### config.mk
export PLATFORM = sky130hd
export DESIGN_NAME = jtp_tap
export DESIGN_NICKNAME = d
export VERILOG_FILES = /design/src/rtl/jtp_pkg.sv /design/src/rtl/jtp_tap.sv /design/src/rtl/jtp_sync.sv
export SDC_FILE = /design/constraint.sdc
export NUM_CORES = 1
export LEC_CHECK = 0
export CAP_MARGIN = 5
export CORE_UTILIZATION = 40
export DETAILED_ROUTE_END_ITERATION = 7
export DONT_BUFFER_PORTS = 1
export PLACE_DENSITY = 0.5
export SLEW_MARGIN = 40
export SYNTH_ARGS = -nofsm -noshare
export SYNTH_HDL_FRONTEND = slang
export SYNTH_SLANG_ARGS = --single-unit
### constraint.sdc
create_clock -name clk_i -period 2.6 [get_ports clk_i]
set_input_delay 0.26 -clock clk_i [delete_from_list [all_inputs] [get_ports clk_i]]
set_output_delay 0.26 -clock clk_i [all_outputs]
set_load 0.03 [all_outputs]
### src/rtl/jtp_pkg.sv
// Package for the test access port block
package jtp_pkg;
  localparam int JTP_IR_W = 3;
  localparam int JTP_ID_W = 32;
  localparam int JTP_BSR_W = 16;
  localparam logic [2:0] JTP_IR_EXTEST = 3'h0;
  localparam logic [2:0] JTP_IR_IDCODE = 3'h1;
  localparam logic [2:0] JTP_IR_SAMPLE_Z = 3'h2;
  localparam logic [2:0] JTP_IR_RESERVED_MAKER_INSTRUCTION = 3'h3;
  localparam logic [2:0] JTP_IR_SAMPLE = 3'h4;
  localparam logic [2:0] JTP_IR_RESET = JTP_IR_IDCODE;
  // Captured into the instruction register low bits, per convention
  localparam logic [2:0] JTP_IR_CAPTURE = JTP_IR_IDCODE;
  // Arbitrary identification value, not tied to any maker
  localparam logic [31:0] JTP_ID_VALUE = 32'h1234_5679;
  localparam int JTP_RESET_TMS_EDGES = 5;

  typedef enum logic [3:0] {
    JTP_RESET, JTP_IDLE, JTP_SEL_DR, JTP_CAP_DR, JTP_SHIFT_DR, JTP_EX1_DR,
    JTP_PAUSE_DR, JTP_EX2_DR, JTP_UPD_DR, JTP_SEL_IR, JTP_CAP_IR,
    JTP_SHIFT_IR, JTP_EX1_IR, JTP_PAUSE_IR, JTP_EX2_IR, JTP_UPD_IR
  } jtp_state_type;

  typedef struct packed {
    logic tck;
    logic tms;
    logic tdi;
  } jtp_pins_type;

  typedef struct packed {
    logic tdo;
    logic tdo_oe;
  } jtp_out_type;
endpackage : jtp_pkg

### src/rtl/jtp_tap.sv
// Test access port controller with instruction and data registers
module jtp_tap (
  // Clock and reset
  input wire logic clk_i,
  input wire logic rstn_i,
  // Test pins
  input wire jtp_pkg::jtp_pins_type pins_i,
  output jtp_pkg::jtp_out_type port_o,
  // I/O ring
  input wire logic [jtp_pkg::JTP_BSR_W-1:0] ring_i,
  output logic [jtp_pkg::JTP_BSR_W-1:0] ring_o,
  output logic ring_take_o,
  output logic float_q_o,
  output logic odt_off_o
);
  import jtp_pkg::*;

  jtp_pins_type sp;
  logic tck_prev_q;
  logic rise;
  logic fall;
  jtp_state_type state_q;
  jtp_state_type state_d;
  logic [JTP_IR_W-1:0] ir_shift_q;
  logic [JTP_IR_W-1:0] ir_q;
  logic [JTP_ID_W-1:0] id_q;
  logic [JTP_BSR_W-1:0] bsr_q;
  logic [JTP_BSR_W-1:0] bsr_upd_q;
  logic byp_q;
  logic serial_out;
  logic [2:0] tms_cnt_q;

  jtp_sync u_sync (
    .clk_i(clk_i),
    .rstn_i(rstn_i),
    .pins_i(pins_i),
    .pins_o(sp)
  );

  function automatic logic uses_bsr(input logic [JTP_IR_W-1:0] ir);
    uses_bsr = (ir == JTP_IR_EXTEST) || (ir == JTP_IR_SAMPLE_Z) ||
               (ir == JTP_IR_SAMPLE);
  endfunction : uses_bsr

  always_ff @(posedge clk_i) begin
    if (!rstn_i) tck_prev_q <= 1'b0;
    else tck_prev_q <= sp.tck;
  end
  assign rise = sp.tck & ~tck_prev_q;
  assign fall = ~sp.tck & tck_prev_q;

  always_comb begin
    state_d = state_q;
    case (state_q)
      JTP_RESET: state_d = sp.tms ? JTP_RESET : JTP_IDLE;
      JTP_IDLE: state_d = sp.tms ? JTP_SEL_DR : JTP_IDLE;
      JTP_SEL_DR: state_d = sp.tms ? JTP_SEL_IR : JTP_CAP_DR;
      JTP_CAP_DR: state_d = sp.tms ? JTP_EX1_DR : JTP_SHIFT_DR;
      JTP_SHIFT_DR: state_d = sp.tms ? JTP_EX1_DR : JTP_SHIFT_DR;
      JTP_EX1_DR: state_d = sp.tms ? JTP_UPD_DR : JTP_PAUSE_DR;
      JTP_PAUSE_DR: state_d = sp.tms ? JTP_EX2_DR : JTP_PAUSE_DR;
      JTP_EX2_DR: state_d = sp.tms ? JTP_UPD_DR : JTP_SHIFT_DR;
      JTP_UPD_DR: state_d = sp.tms ? JTP_SEL_DR : JTP_IDLE;
      JTP_SEL_IR: state_d = sp.tms ? JTP_RESET : JTP_CAP_IR;
      JTP_CAP_IR: state_d = sp.tms ? JTP_EX1_IR : JTP_SHIFT_IR;
      JTP_SHIFT_IR: state_d = sp.tms ? JTP_EX1_IR : JTP_SHIFT_IR;
      JTP_EX1_IR: state_d = sp.tms ? JTP_UPD_IR : JTP_PAUSE_IR;
      JTP_PAUSE_IR: state_d = sp.tms ? JTP_EX2_IR : JTP_PAUSE_IR;
      JTP_EX2_IR: state_d = sp.tms ? JTP_UPD_IR : JTP_SHIFT_IR;
      JTP_UPD_IR: state_d = sp.tms ? JTP_SEL_DR : JTP_IDLE;
      default: state_d = JTP_RESET;
    endcase
  end

  // Mode select taken only at test clock rising edges
  always_ff @(posedge clk_i) begin
    if (!rstn_i) state_q <= JTP_RESET;
    else if (rise) state_q <= state_d;
  end

  // Count of consecutive high mode-select edges, for checking only
  always_ff @(posedge clk_i) begin
    if (!rstn_i) tms_cnt_q <= 3'h0;
    else if (rise) begin
      if (!sp.tms) tms_cnt_q <= 3'h0;
      else if (tms_cnt_q != 3'h7) tms_cnt_q <= tms_cnt_q + 3'h1;
    end
  end

  // Instruction shifter
  always_ff @(posedge clk_i) begin
    if (!rstn_i) ir_shift_q <= JTP_IR_RESET;
    else if (rise) begin
      if (state_q == JTP_CAP_IR) ir_shift_q <= JTP_IR_CAPTURE;
      else if (state_q == JTP_SHIFT_IR)
        ir_shift_q <= {sp.tdi, ir_shift_q[JTP_IR_W-1:1]};
    end
  end

  // Active instruction changes only at update or in reset, so shifting is harmless
  // Reset state forces ident at once, even if the test clock then stops
  always_ff @(posedge clk_i) begin
    if (!rstn_i) ir_q <= JTP_IR_RESET;
    else if (state_q == JTP_RESET) ir_q <= JTP_IR_RESET;
    else if (rise && state_q == JTP_UPD_IR) ir_q <= ir_shift_q;
  end

  // Data registers: identification, boundary scan, bypass
  always_ff @(posedge clk_i) begin
    if (!rstn_i) begin
      id_q <= JTP_ID_VALUE;
      bsr_q <= '0;
      byp_q <= 1'b0;
    end else if (rise) begin
      if (state_q == JTP_CAP_DR) begin
        id_q <= JTP_ID_VALUE;
        if (uses_bsr(ir_q)) bsr_q <= ring_i;
        byp_q <= 1'b0;
      end else if (state_q == JTP_SHIFT_DR) begin
        if (ir_q == JTP_IR_IDCODE) id_q <= {sp.tdi, id_q[JTP_ID_W-1:1]};
        else if (uses_bsr(ir_q)) bsr_q <= {sp.tdi, bsr_q[JTP_BSR_W-1:1]};
        else byp_q <= sp.tdi;
      end
    end
  end

  always_ff @(posedge clk_i) begin
    if (!rstn_i) bsr_upd_q <= '0;
    else if (rise && state_q == JTP_UPD_DR && ir_q == JTP_IR_EXTEST)
      bsr_upd_q <= bsr_q;
  end

  always_comb begin
    if (state_q == JTP_SHIFT_IR) serial_out = ir_shift_q[0];
    else if (ir_q == JTP_IR_IDCODE) serial_out = id_q[0];
    else if (uses_bsr(ir_q)) serial_out = bsr_q[0];
    else serial_out = byp_q;
  end

  // Output moves at the next test clock falling edge after the shift, giving hold margin
  always_ff @(posedge clk_i) begin
    if (!rstn_i) port_o <= '{tdo: 1'b0, tdo_oe: 1'b0};
    else if (fall) begin
      port_o.tdo <= serial_out;
      port_o.tdo_oe <= (state_q == JTP_SHIFT_IR) ||
                       (state_q == JTP_SHIFT_DR);
    end
  end

  // Ring takeover only under external test; outputs float only under floated sample
  always_ff @(posedge clk_i) begin
    if (!rstn_i) begin
      ring_take_o <= 1'b0;
      float_q_o <= 1'b0;
      odt_off_o <= 1'b0;
      ring_o <= '0;
    end else begin
      ring_take_o <= (ir_q == JTP_IR_EXTEST);
      float_q_o <= (ir_q == JTP_IR_SAMPLE_Z);
      odt_off_o <= (ir_q == JTP_IR_EXTEST) || (ir_q == JTP_IR_SAMPLE_Z);
      ring_o <= bsr_upd_q;
    end
  end

  a_five_ones_reset: assert property (@(posedge clk_i) disable iff (!rstn_i)
    (rise && tms_cnt_q >= 3'h4 && sp.tms) |=> state_q == JTP_RESET)
    else $error("Five high mode-select edges did not reset");
  a_state_hold: assert property (@(posedge clk_i) disable iff (!rstn_i)
    !rise |=> $stable(state_q))
    else $error("State changed without test clock edge");
  a_oe_shift_only: assert property (@(posedge clk_i) disable iff (!rstn_i)
    (fall && state_q != JTP_SHIFT_IR && state_q != JTP_SHIFT_DR)
    |=> !port_o.tdo_oe)
    else $error("Output enabled outside shift");
  a_tdo_on_fall: assert property (@(posedge clk_i) disable iff (!rstn_i)
    !fall |=> $stable(port_o.tdo))
    else $error("Data out moved off falling edge");
  a_ir_reset_id: assert property (@(posedge clk_i) disable iff (!rstn_i)
    (rise && state_q == JTP_RESET) |=> ir_q == JTP_IR_IDCODE)
    else $error("Reset state did not load ident");
  a_ir_upd_only: assert property (@(posedge clk_i) disable iff (!rstn_i)
    (state_q != JTP_UPD_IR && state_q != JTP_RESET) |=> $stable(ir_q))
    else $error("Instruction changed outside update");
  a_ir_shift_in: assert property (@(posedge clk_i) disable iff (!rstn_i)
    (rise && state_q == JTP_SHIFT_IR) |=> ir_shift_q[2] == $past(sp.tdi))
    else $error("Instruction shifter missed data in");
  a_takeover_mode: assert property (@(posedge clk_i) disable iff (!rstn_i)
    ##1 (ring_take_o || float_q_o) |-> ($past(ir_q) == JTP_IR_EXTEST ||
    $past(ir_q) == JTP_IR_SAMPLE_Z))
    else $error("Ring taken under wrong instruction");
  a_graph_step: assert property (@(posedge clk_i) disable iff (!rstn_i)
    (rise && state_q == JTP_SEL_IR && sp.tms) |=> state_q == JTP_RESET)
    else $error("Select-IR with mode high did not reset");
  a_cap_ir_load: assert property (@(posedge clk_i) disable iff (!rstn_i)
    (rise && state_q == JTP_CAP_IR) |=> ir_shift_q == JTP_IR_CAPTURE)
    else $error("Instruction capture did not load ident");
  a_reset_ident: assert property (@(posedge clk_i) disable iff (!rstn_i)
    state_q == JTP_RESET |=> ir_q == JTP_IR_IDCODE)
    else $error("Reset state left a non-ident instruction");
  a_id_capture: assert property (@(posedge clk_i) disable iff (!rstn_i)
    (rise && state_q == JTP_CAP_DR) |=> id_q == JTP_ID_VALUE)
    else $error("Ident register not captured");
  a_byp_capture: assert property (@(posedge clk_i) disable iff (!rstn_i)
    (rise && state_q == JTP_CAP_DR) |=> !byp_q)
    else $error("Bypass bit not cleared at capture");
  a_float_mode: assert property (@(posedge clk_i) disable iff (!rstn_i)
    ir_q == JTP_IR_SAMPLE_Z |=> float_q_o)
    else $error("Floated sample did not float outputs");
endmodule : jtp_tap

### src/rtl/jtp_sync.sv
// Two-stage synchroniser for the test pins
module jtp_sync (
  // Clock and reset
  input wire logic clk_i,
  input wire logic rstn_i,
  // Pins
  input wire jtp_pkg::jtp_pins_type pins_i,
  output jtp_pkg::jtp_pins_type pins_o
);
  import jtp_pkg::*;
  jtp_pins_type meta_q;
  jtp_pins_type sync_q;

  // Reset value mirrors an idle port: clock low, pulled-up inputs high
  always_ff @(posedge clk_i) begin
    if (!rstn_i) begin
      meta_q <= '{tck: 1'b0, tms: 1'b1, tdi: 1'b1};
      sync_q <= '{tck: 1'b0, tms: 1'b1, tdi: 1'b1};
    end else begin
      meta_q <= pins_i;
      sync_q <= meta_q;
    end
  end

  assign pins_o = sync_q;
endmodule : jtp_sync

# Word level (Yosys, flattened, before mapping)
# Index checks and enable logic that the tools add are counted.
# classes
reduce_logical	19
muxes	30
bitwise_logic	5
n_eq_ne	20
# ops
cell	n
$mux 32	3
$mux 16	5
$pmux 4 s12	1
$eq 4x4->1 const B	8
$eq 4x3->1 const B	4
$mux 4	4
$mux 3	4
$mux 1	10
$eq 4x2->1 const B	2
$reduce_and 4->1	2
$mux 2	3
$reduce_bool 2->1	3
$reduce_or 2->1	3
$eq 4x1->1 const B	1
$logic_not 4->1	1
$ne 2x2->1 const B	2
$eq 3x1->1 const B	1
$eq 3x2->1 const B	1
$eq 3x3->1 const B	1
$logic_and 1x1->1	3
$logic_not 3->1	1
$logic_or 1x1->1	3
$not 1->1	3
$reduce_and 3->1	1
other kinds (3)	4
# word_totals
regBits	103
input_bits	21
out_inout_bits	21
elab_cells	94

# Depth between registers and ports, before layout
# Gate-level depths: netlist of run 1.
# logic_depth
ltp_word	7
ltp_mapped	7
mapped_depth_nobuf	4

# Modules after synthesis
# From an unflattened synthesis of run 1, not the netlist that was laid out.
# unflattened
cells_unflattened	414
area_unflattened_um2	4151.5
# modules_own_cells
mod	cells_each	area_per_inst_um2	n_inst	seq_area_each_um2
jtp_tap	402	3993.8	1	1941.9
jtp_sync	12	157.7	1	120.1

# Least setup slack after synthesis of run 1
# No wires, ideal clock.
# synth_path
path_kind	reg2reg
startpoint	register state_q[0]
endpoint	register bsr_q[10]
period_less_slack_ps	1529
required_ps	2484
path_buffers	3
t_arrival_ps	1413
setup_time_ps	116
path_stages_with_launch	8
setup_slack_ps	1071
path_cell_list	dfxtp_1 > buf_6 > and3b_4 > o21a_2 > and2_1 > buf_6 > buf_6 > o211a_1
# synth_between
elab_chain_cells	3
elab_cells_between_ends	6
cone_classes	eq/ne: 3; mux: 1; reduce/logical: 2
# synth_lines
item	line	text
start: declaration	jtp_tap.sv:22	jtp_state_type state_q;
start signal: assignment	jtp_tap.sv:78	else if (rise) state_q <= state_d;
$eq 4x2->1 / $eq 4x3->1 (equally long branches)	jtp_tap.sv:115, jtp_tap.sv:119	
$ne 2x2->1 (no line) / $reduce_bool 2->1 (equally long branches)	n/a	
$reduce_and 4->1 (no line)	n/a	
end signal: assignment	jtp_tap.sv:117	if (uses_bsr(ir_q)) bsr_q <= ring_i;
end signal: assignment	jtp_tap.sv:121	else if (uses_bsr(ir_q)) bsr_q <= {sp.tdi, bsr_q[JTP_BSR_W-1:1]};
end: declaration	jtp_tap.sv:27	logic [JTP_BSR_W-1:0] bsr_q;
# Several ways; a longest one is shown, not always the timed one.
# A chain may end at the register's enable or synchronous reset.

# Worst setup path after layout of run 1
# layout_path
startpoint	register state_q[2]
endpoint	register bsr_q[10]
# Same word-level chain as after synthesis.

==> qor.yml, run 1 <==
outcome: "finished clean"
firstDrtPassIters: 4
syn_area_per_cell_um2: 9.93
crit_family: "simple AND/OR/NAND/NOR gates"
drive_gt1_frac: 0.0902
grt_pass1_vias: 2714
slew_headroom: 0.536
cts_buffers: 9
fillCellCount: 982
worstSkewPairLatency_ns: 0.38
finalWeightedCongestion: 0.733
crit_buf_inv: 0
p_leak_nw: 1.89
areaGrowthSynthToFinish_pct: 7.44
gr-total-overflow: 0
reg2reg_slack_ns: 0.63
hold_class: "input pin to flip-flop"
yosys-top-cells-area: "dfxtp_1, mux2i_1, o211a_1"
routedWlPerCell_um: 16.4
p_per_area_nw_per_um2: 613
drc: 0
synth_fp_nets: 436
placed_cell_area_um2: 4140
arrival_ns: 2.30
slowest_stage: "dfxtp_1"
min_period_ns: 1.97
finalSetupViolCount: 0
total_power_mw: 2.71
grt_max_degree: 39
grt_pass1_wl_mm: 14.1
vdd.ir_drop.worst_uv: 234
cts.sinks: 103
antenna_found_initial: 0
fmax_ghz: 0.507
vias_per_cell: 5.34
path_class: "flip-flop to flip-flop"
track_usage: 0.177
cts_root_buffer: "clkbuf_8"
cts_setup_buffers: 0
ys_ff_latch: 103
yosys.area.top_type: "dfxtp_1"
cpPeakStageDelay_ns: 0.72
die-area_um2: 10700
yosys_warnings: 0
holdWs_ns: 0.0371
yosysSeqAreaShare: 0.501
netlist_instances: 415
r2r_end: "bsr_q[10]"
fp.dieH_um: 103
slew_violations: 0
port_buffers: 0
ctsHtreeMaxLevel: 3
rsz0062_at_grt: "false"
crit_fanout: 21
cts_tree: "done"
critPathLaunchType: "flip-flop"
crit_path_end_kind: "flip-flop"
clockBufferDepth: 2
synth-async-reset-ratio: 0
ios: 42
cp.depth: 4
cp.required_ns: 2.93
synth_cell_types: 51
skew_ns: 0.00905
synth_area_um2: 4120
final_nets: 426
synth_ff_type: "dfxtp_1"
chipWidth_um: 103
mostFrequentLayoutCells: "dfxtp_1, nor2_1, mux2i_1, nand2_1, and2_1"
critical_path.cell_chain: "nor3b_2 > o21a_2 > and2_1 > o211a_1"
diodes: 0
maxCapViolCount: 0
drt_wl_total_mm: 8.89
setup_tns_ns: 0
vias: 2898
synth_edf_count: 0
utilization: 0.449
ant_nets: 0
drt_iter0_markers: 130
rows: 36
final_common_cell: "dfxtp_1"
core_um2: 9860
initial_core_util: 0.418
postLayoutCellArea_um2: 4430
hpwl_mm: 5.16
critPathLaunch: "state_q[2]"
tightestPinTransition_ns: 0.694
yosysTopAreaCellShare: 0.501
ff2ff_path_depth: 4
worstSetupEndpoint: "bsr_q[10]"
reg2reg_from: "state_q[2]"
hold_violations: 0
cts.clk_slew.worst_paths_ns: 0.11
finalCritPeriodShare: 0.758
[cells by family after synthesis]
kind of cell	synth area share
and+or+nand+nor	0.173
DFF	0.501
AOI/OAI and AO/OA	0.186
buffers and inverters	0.0632
muxes	0.0778
[what timing repair did]
action	CTS	global route
gates resized for setup	0	0
hold endpoints to repair	28	1
hold buffers	6	1
[worst min path at each step]
| stage | startpoint | cells past startpoint | end |
|---|---|---|---|
| 2_1_floorplan | pins_i[0] | 1 | u_sync.meta_q[0] |
| 3_3_place_gp | rstn_i | 1 | u_sync.meta_q[1] |
| 3_5_place_dp | rstn_i | 1 | u_sync.meta_q[1] |
| 4_1_cts | rstn_i | 1 | bsr_q[4] |
| 5_1_grt | rstn_i | 1 | ring_o[0] |
| 6_report | rstn_i | 1 | bsr_q[4] |
[worst reg2reg max path, cell delays in order (launching register included)]
cell     delay, ns
dfxtp_1       0.72
nor3b_2       0.33
o21a_2        0.15
and2_1        0.51
o211a_1       0.22
[state kept, by name, summed over array words and instances (netlist names), 2 cells and up]
register,count
ir_q,3
id_q,32
u_sync.meta_q,3
u_sync.pins_o,3
ring_o,16
bsr_q,16
port_o,2
ir_shift_q,3
bsr_upd_q,16
state_q,4
[through the flow]
step / std cells / setup slack (ns)
floorplan: 415 / 1.07
global placement: 520 / 0.668
detailed placement: 520 / 0.640
CTS: 542 / 0.621
global route: 543 / 0.448
finish: 543 / 0.628
[layer usage]
layer  vias up  GRT usage  wire length [um]
li1       1463          -                 -
met1      1372      0.245              4490
met2        50      0.260              3920
met3        13     0.0430               325
met4         0     0.0758               150
met5         -          0                 0
[power breakdown]
group / switching (mW) / total [mW] / internal [mW]
Sequential: 0.0134 / 1.60 / 1.58
Combinational: 0.0470 / 0.0765 / 0.0295
Clock: 0.645 / 1.04 / 0.395
Total: 0.705 / 2.71 / 2.01
[area by class of cell]
class / instances / area, um2 / share of cell area
multi-input cells: 263 / 1800 / 0.406
clock inverters: 7 / 83.8 / 0.0189
repair buffers: 16 / 148 / 0.0334
clock buffers: 9 / 124 / 0.0280
well taps: 133 / 166 / 0.0376
inverters: 12 / 45.0 / 0.0102
flip-flops and latches: 103 / 2060 / 0.466
[Yosys cell counts (2+ instances only)]
cell	instances
nor2b_1	4
and2_1	22
clkbuf_1	17
a32oi_1	10
dfxtp_1	103
nor3b_1	2
a22oi_1	2
o32a_1	4
inv_1	12
nor3_1	3
nor2_1	32
mux2i_1	32
a21oi_1	14
o41ai_1	2
o22ai_1	12
nand3_1	20
buf_6	8
nand2_1	29
a31oi_1	3
buf_2	10
nand2b_1	10
o211a_1	17
a21o_1	2
o32ai_2	3
o21bai_1	2
o21ai_0	9
or3b_1	2
a221oi_1	2
o32ai_1	5
No activity file was read; power rests on OpenSTA's default activity.
==> run 2: changes to the inputs <==
- ABC_AREA: default -> 1
- clock period: 2.6 -> 1.9 ns (I/O delays scaled with it)
==> qor.yml, run 2 <==
outcome: "finished clean"
hold_class: "input pin to flip-flop"
hpwl_mm: 5.46
drt_wl_total_mm: 8.49
synth_fp_nets: 575
die-area_um2: 10900
crit_buf_inv: 2
largest_reg_flops: 32
synth_cell_types: 32
hold_violations: 0
crit_family: "compound AO/OA/AOI/OAI gates"
p_sw_frac: 0.236
worstSkewPairLatency_ns: 0.36
synth_edf_count: 0
critPathLaunchType: "flip-flop"
yosys-top-cells-area: "dfxtp_1, nand2_1, nor2_1"
drc: 0
synth_area_um2: 4190
netlist_top_cells_count: "nand2_1, dfxtp_1, nor2_1, o21ai_0, inv_1"
crit_fanout: 32
cts_buffers: 9
stdcell_count: 693
vdd.ir_drop.worst_uv: 334
arrival_ns: 2.01
p_comb_frac: 0.020
maxCapViolCount: 0
place_inst: 673
cts.sinks: 103
netlist_instances: 554
seqPwrFrac: 0.620
path_class: "flip-flop to flip-flop"
p_per_area_nw_per_um2: 776
routedWlPerCell_um: 12.2
min_period_ns: 1.73
finalCritPeriodShare: 0.913
cpPeakStageDelay_ns: 0.60
cp.required_ns: 2.18
ant_nets: 0
track_usage: 0.168
rows: 37
synthMostInstantiatedCell: "nand2_1"
areaGrowthSynthToFinish_pct: 7.76
core_um2: 10200
slew_violations: 0
p_leak_nw: 2.13
p_switching_mw: 0.827
fillCellCount: 1056
multi_input_area_um2: 1790
vias_per_cell: 4.71
finalSetupViolCount: 0
gr-total-overflow: 0
yosys.area.top_type: "dfxtp_1"
skew_ns: 0.0178
ctsHtreeMaxLevel: 3
chipWidth_um: 104
fmax_ghz: 0.577
yosys_warnings: 0
finalWeightedCongestion: 0.858
syn_area_per_cell_um2: 7.57
critical_path.cell_chain: "nand2_1 > inv_1 > nand2_4 > inv_1 > o21ai_4 > nand2_1 > a21oi_1"
cts.clk_slew.worst_paths_ns: 0.11
ys_ff_latch: 103
grt_max_degree: 70
grt_pass1_wl_mm: 14.8
holdWs_ns: 0.0546
port_buffers: 0
cts_root_buffer: "clkbuf_8"
mostFrequentLayoutCells: "nand2_1, dfxtp_1, nor2_1, o21ai_0, inv_1"
drt_iter0_markers: 152
synth-async-reset-ratio: 0
p_clk_frac: 0.360
clockBufferDepth: 2
internal-power_mw: 2.68
firstDrtPassIters: 4
fp.dieH_um: 104
synth_ff_type: "dfxtp_1"
regMostFlops: "id_q"
crit_path_end_kind: "flip-flop"
slew_headroom: 0.488
tightestPinTransition_ns: 0.765
yosysTopAreaCellShare: 0.492
final_nets: 574
ios: 42
rsz0062_at_grt: "true"
grt_pass1_vias: 3144
vias: 3267
yosysSeqAreaShare: 0.492
area.sequential_um2: 2070
slowest_stage: "o21ai_4"
diodes: 0
drive_gt1_frac: 0.129
antenna_found_initial: 0
final_common_cell: "nand2_1"
cts_tree: "done"
initial_core_util: 0.410
[run 2: routing by layer]
metal / global-route usage / wire [um] / vias up
met4: 0.0541 / 115 / 0
li1: - / - / 1736
met5: 0 / 0 / -
met2: 0.273 / 3910 / 36
met1: 0.220 / 4230 / 1485
met3: 0.0376 / 225 / 10
[run 2: what timing repair did]
item / 4_1_cts / 5_1_grt
hold buffers: 4 / 0
resized for setup: 0 / 4
endpoints found under the setup margin: 0 / 39
hold endpoints to repair: 71 / 0
buffers inserted: 0 / 1
[run 2: layout make-up]
cell class	count	share of cell area
Timing Repair Buffer	15	0.0338
Inverter	42	0.0354
Tap cell	136	0.0377
Multi-Input combinational cell	382	0.397
Sequential cell	103	0.457
Clock buffer	9	0.0274
Clock inverter	6	0.0119
[run 2: metrics by stage]
stage	worst slack (ns)	TNS [ns]	utilization	instance area [um2]	total power, mW
after detailed placement	0.0706	0	0.416	4260	2.26
final	0.166	0	0.442	4520	3.51
after floorplan	0.450	0	-	4190	2.27
after CTS	0.0484	0	0.439	4490	3.57
after global placement	0.144	0	0.416	4260	2.26
after global routing	-0.0483	-0.152	0.442	4520	3.66
[run 2: worst min-delay path: cells and delay by family]
family / cells / cell delay (ns)
simple gates: 4 / 0.20
[run 2: worst paths after layout]
path | start | end | slack [ns] | cells past startpoint
worst max-delay path | state_q[1] | id_q[13] | 0.17 | 7
worst min-delay path | ring_i[9] | bsr_q[9] | 0.05 | 4
worst max register to register | state_q[1] | id_q[13] | 0.17 | 7
worst min register to register | u_sync.meta_q[0] | u_sync.pins_o[0] | 0.42 | 1
[run 2: logic make-up (layout without fill, tap and decap cells)]
group                  count (synthesis)  count (layout)  synth area share
AO/OA/AOI/OAI                         86              86             0.116
flip-flops                           103             103             0.492
buffers and inverters                 69              72            0.0818
AND/OR/NAND/NOR                      296             296             0.310
[run 2: power by group through the flow]
| stage | Combinational (mW) | Sequential [mW] | Clock [mW] |
|---|---|---|---|
| 6_report | 0.0703 | 2.17 | 1.26 |
| 2_1_floorplan | 0.0463 | 2.22 | 0 |
| 5_1_grt | 0.0775 | 2.18 | 1.40 |
| 3_5_place_dp | 0.0406 | 2.22 | 0 |
| 3_3_place_gp | 0.0401 | 2.22 | 0 |
| 4_1_cts | 0.0721 | 2.17 | 1.33 |
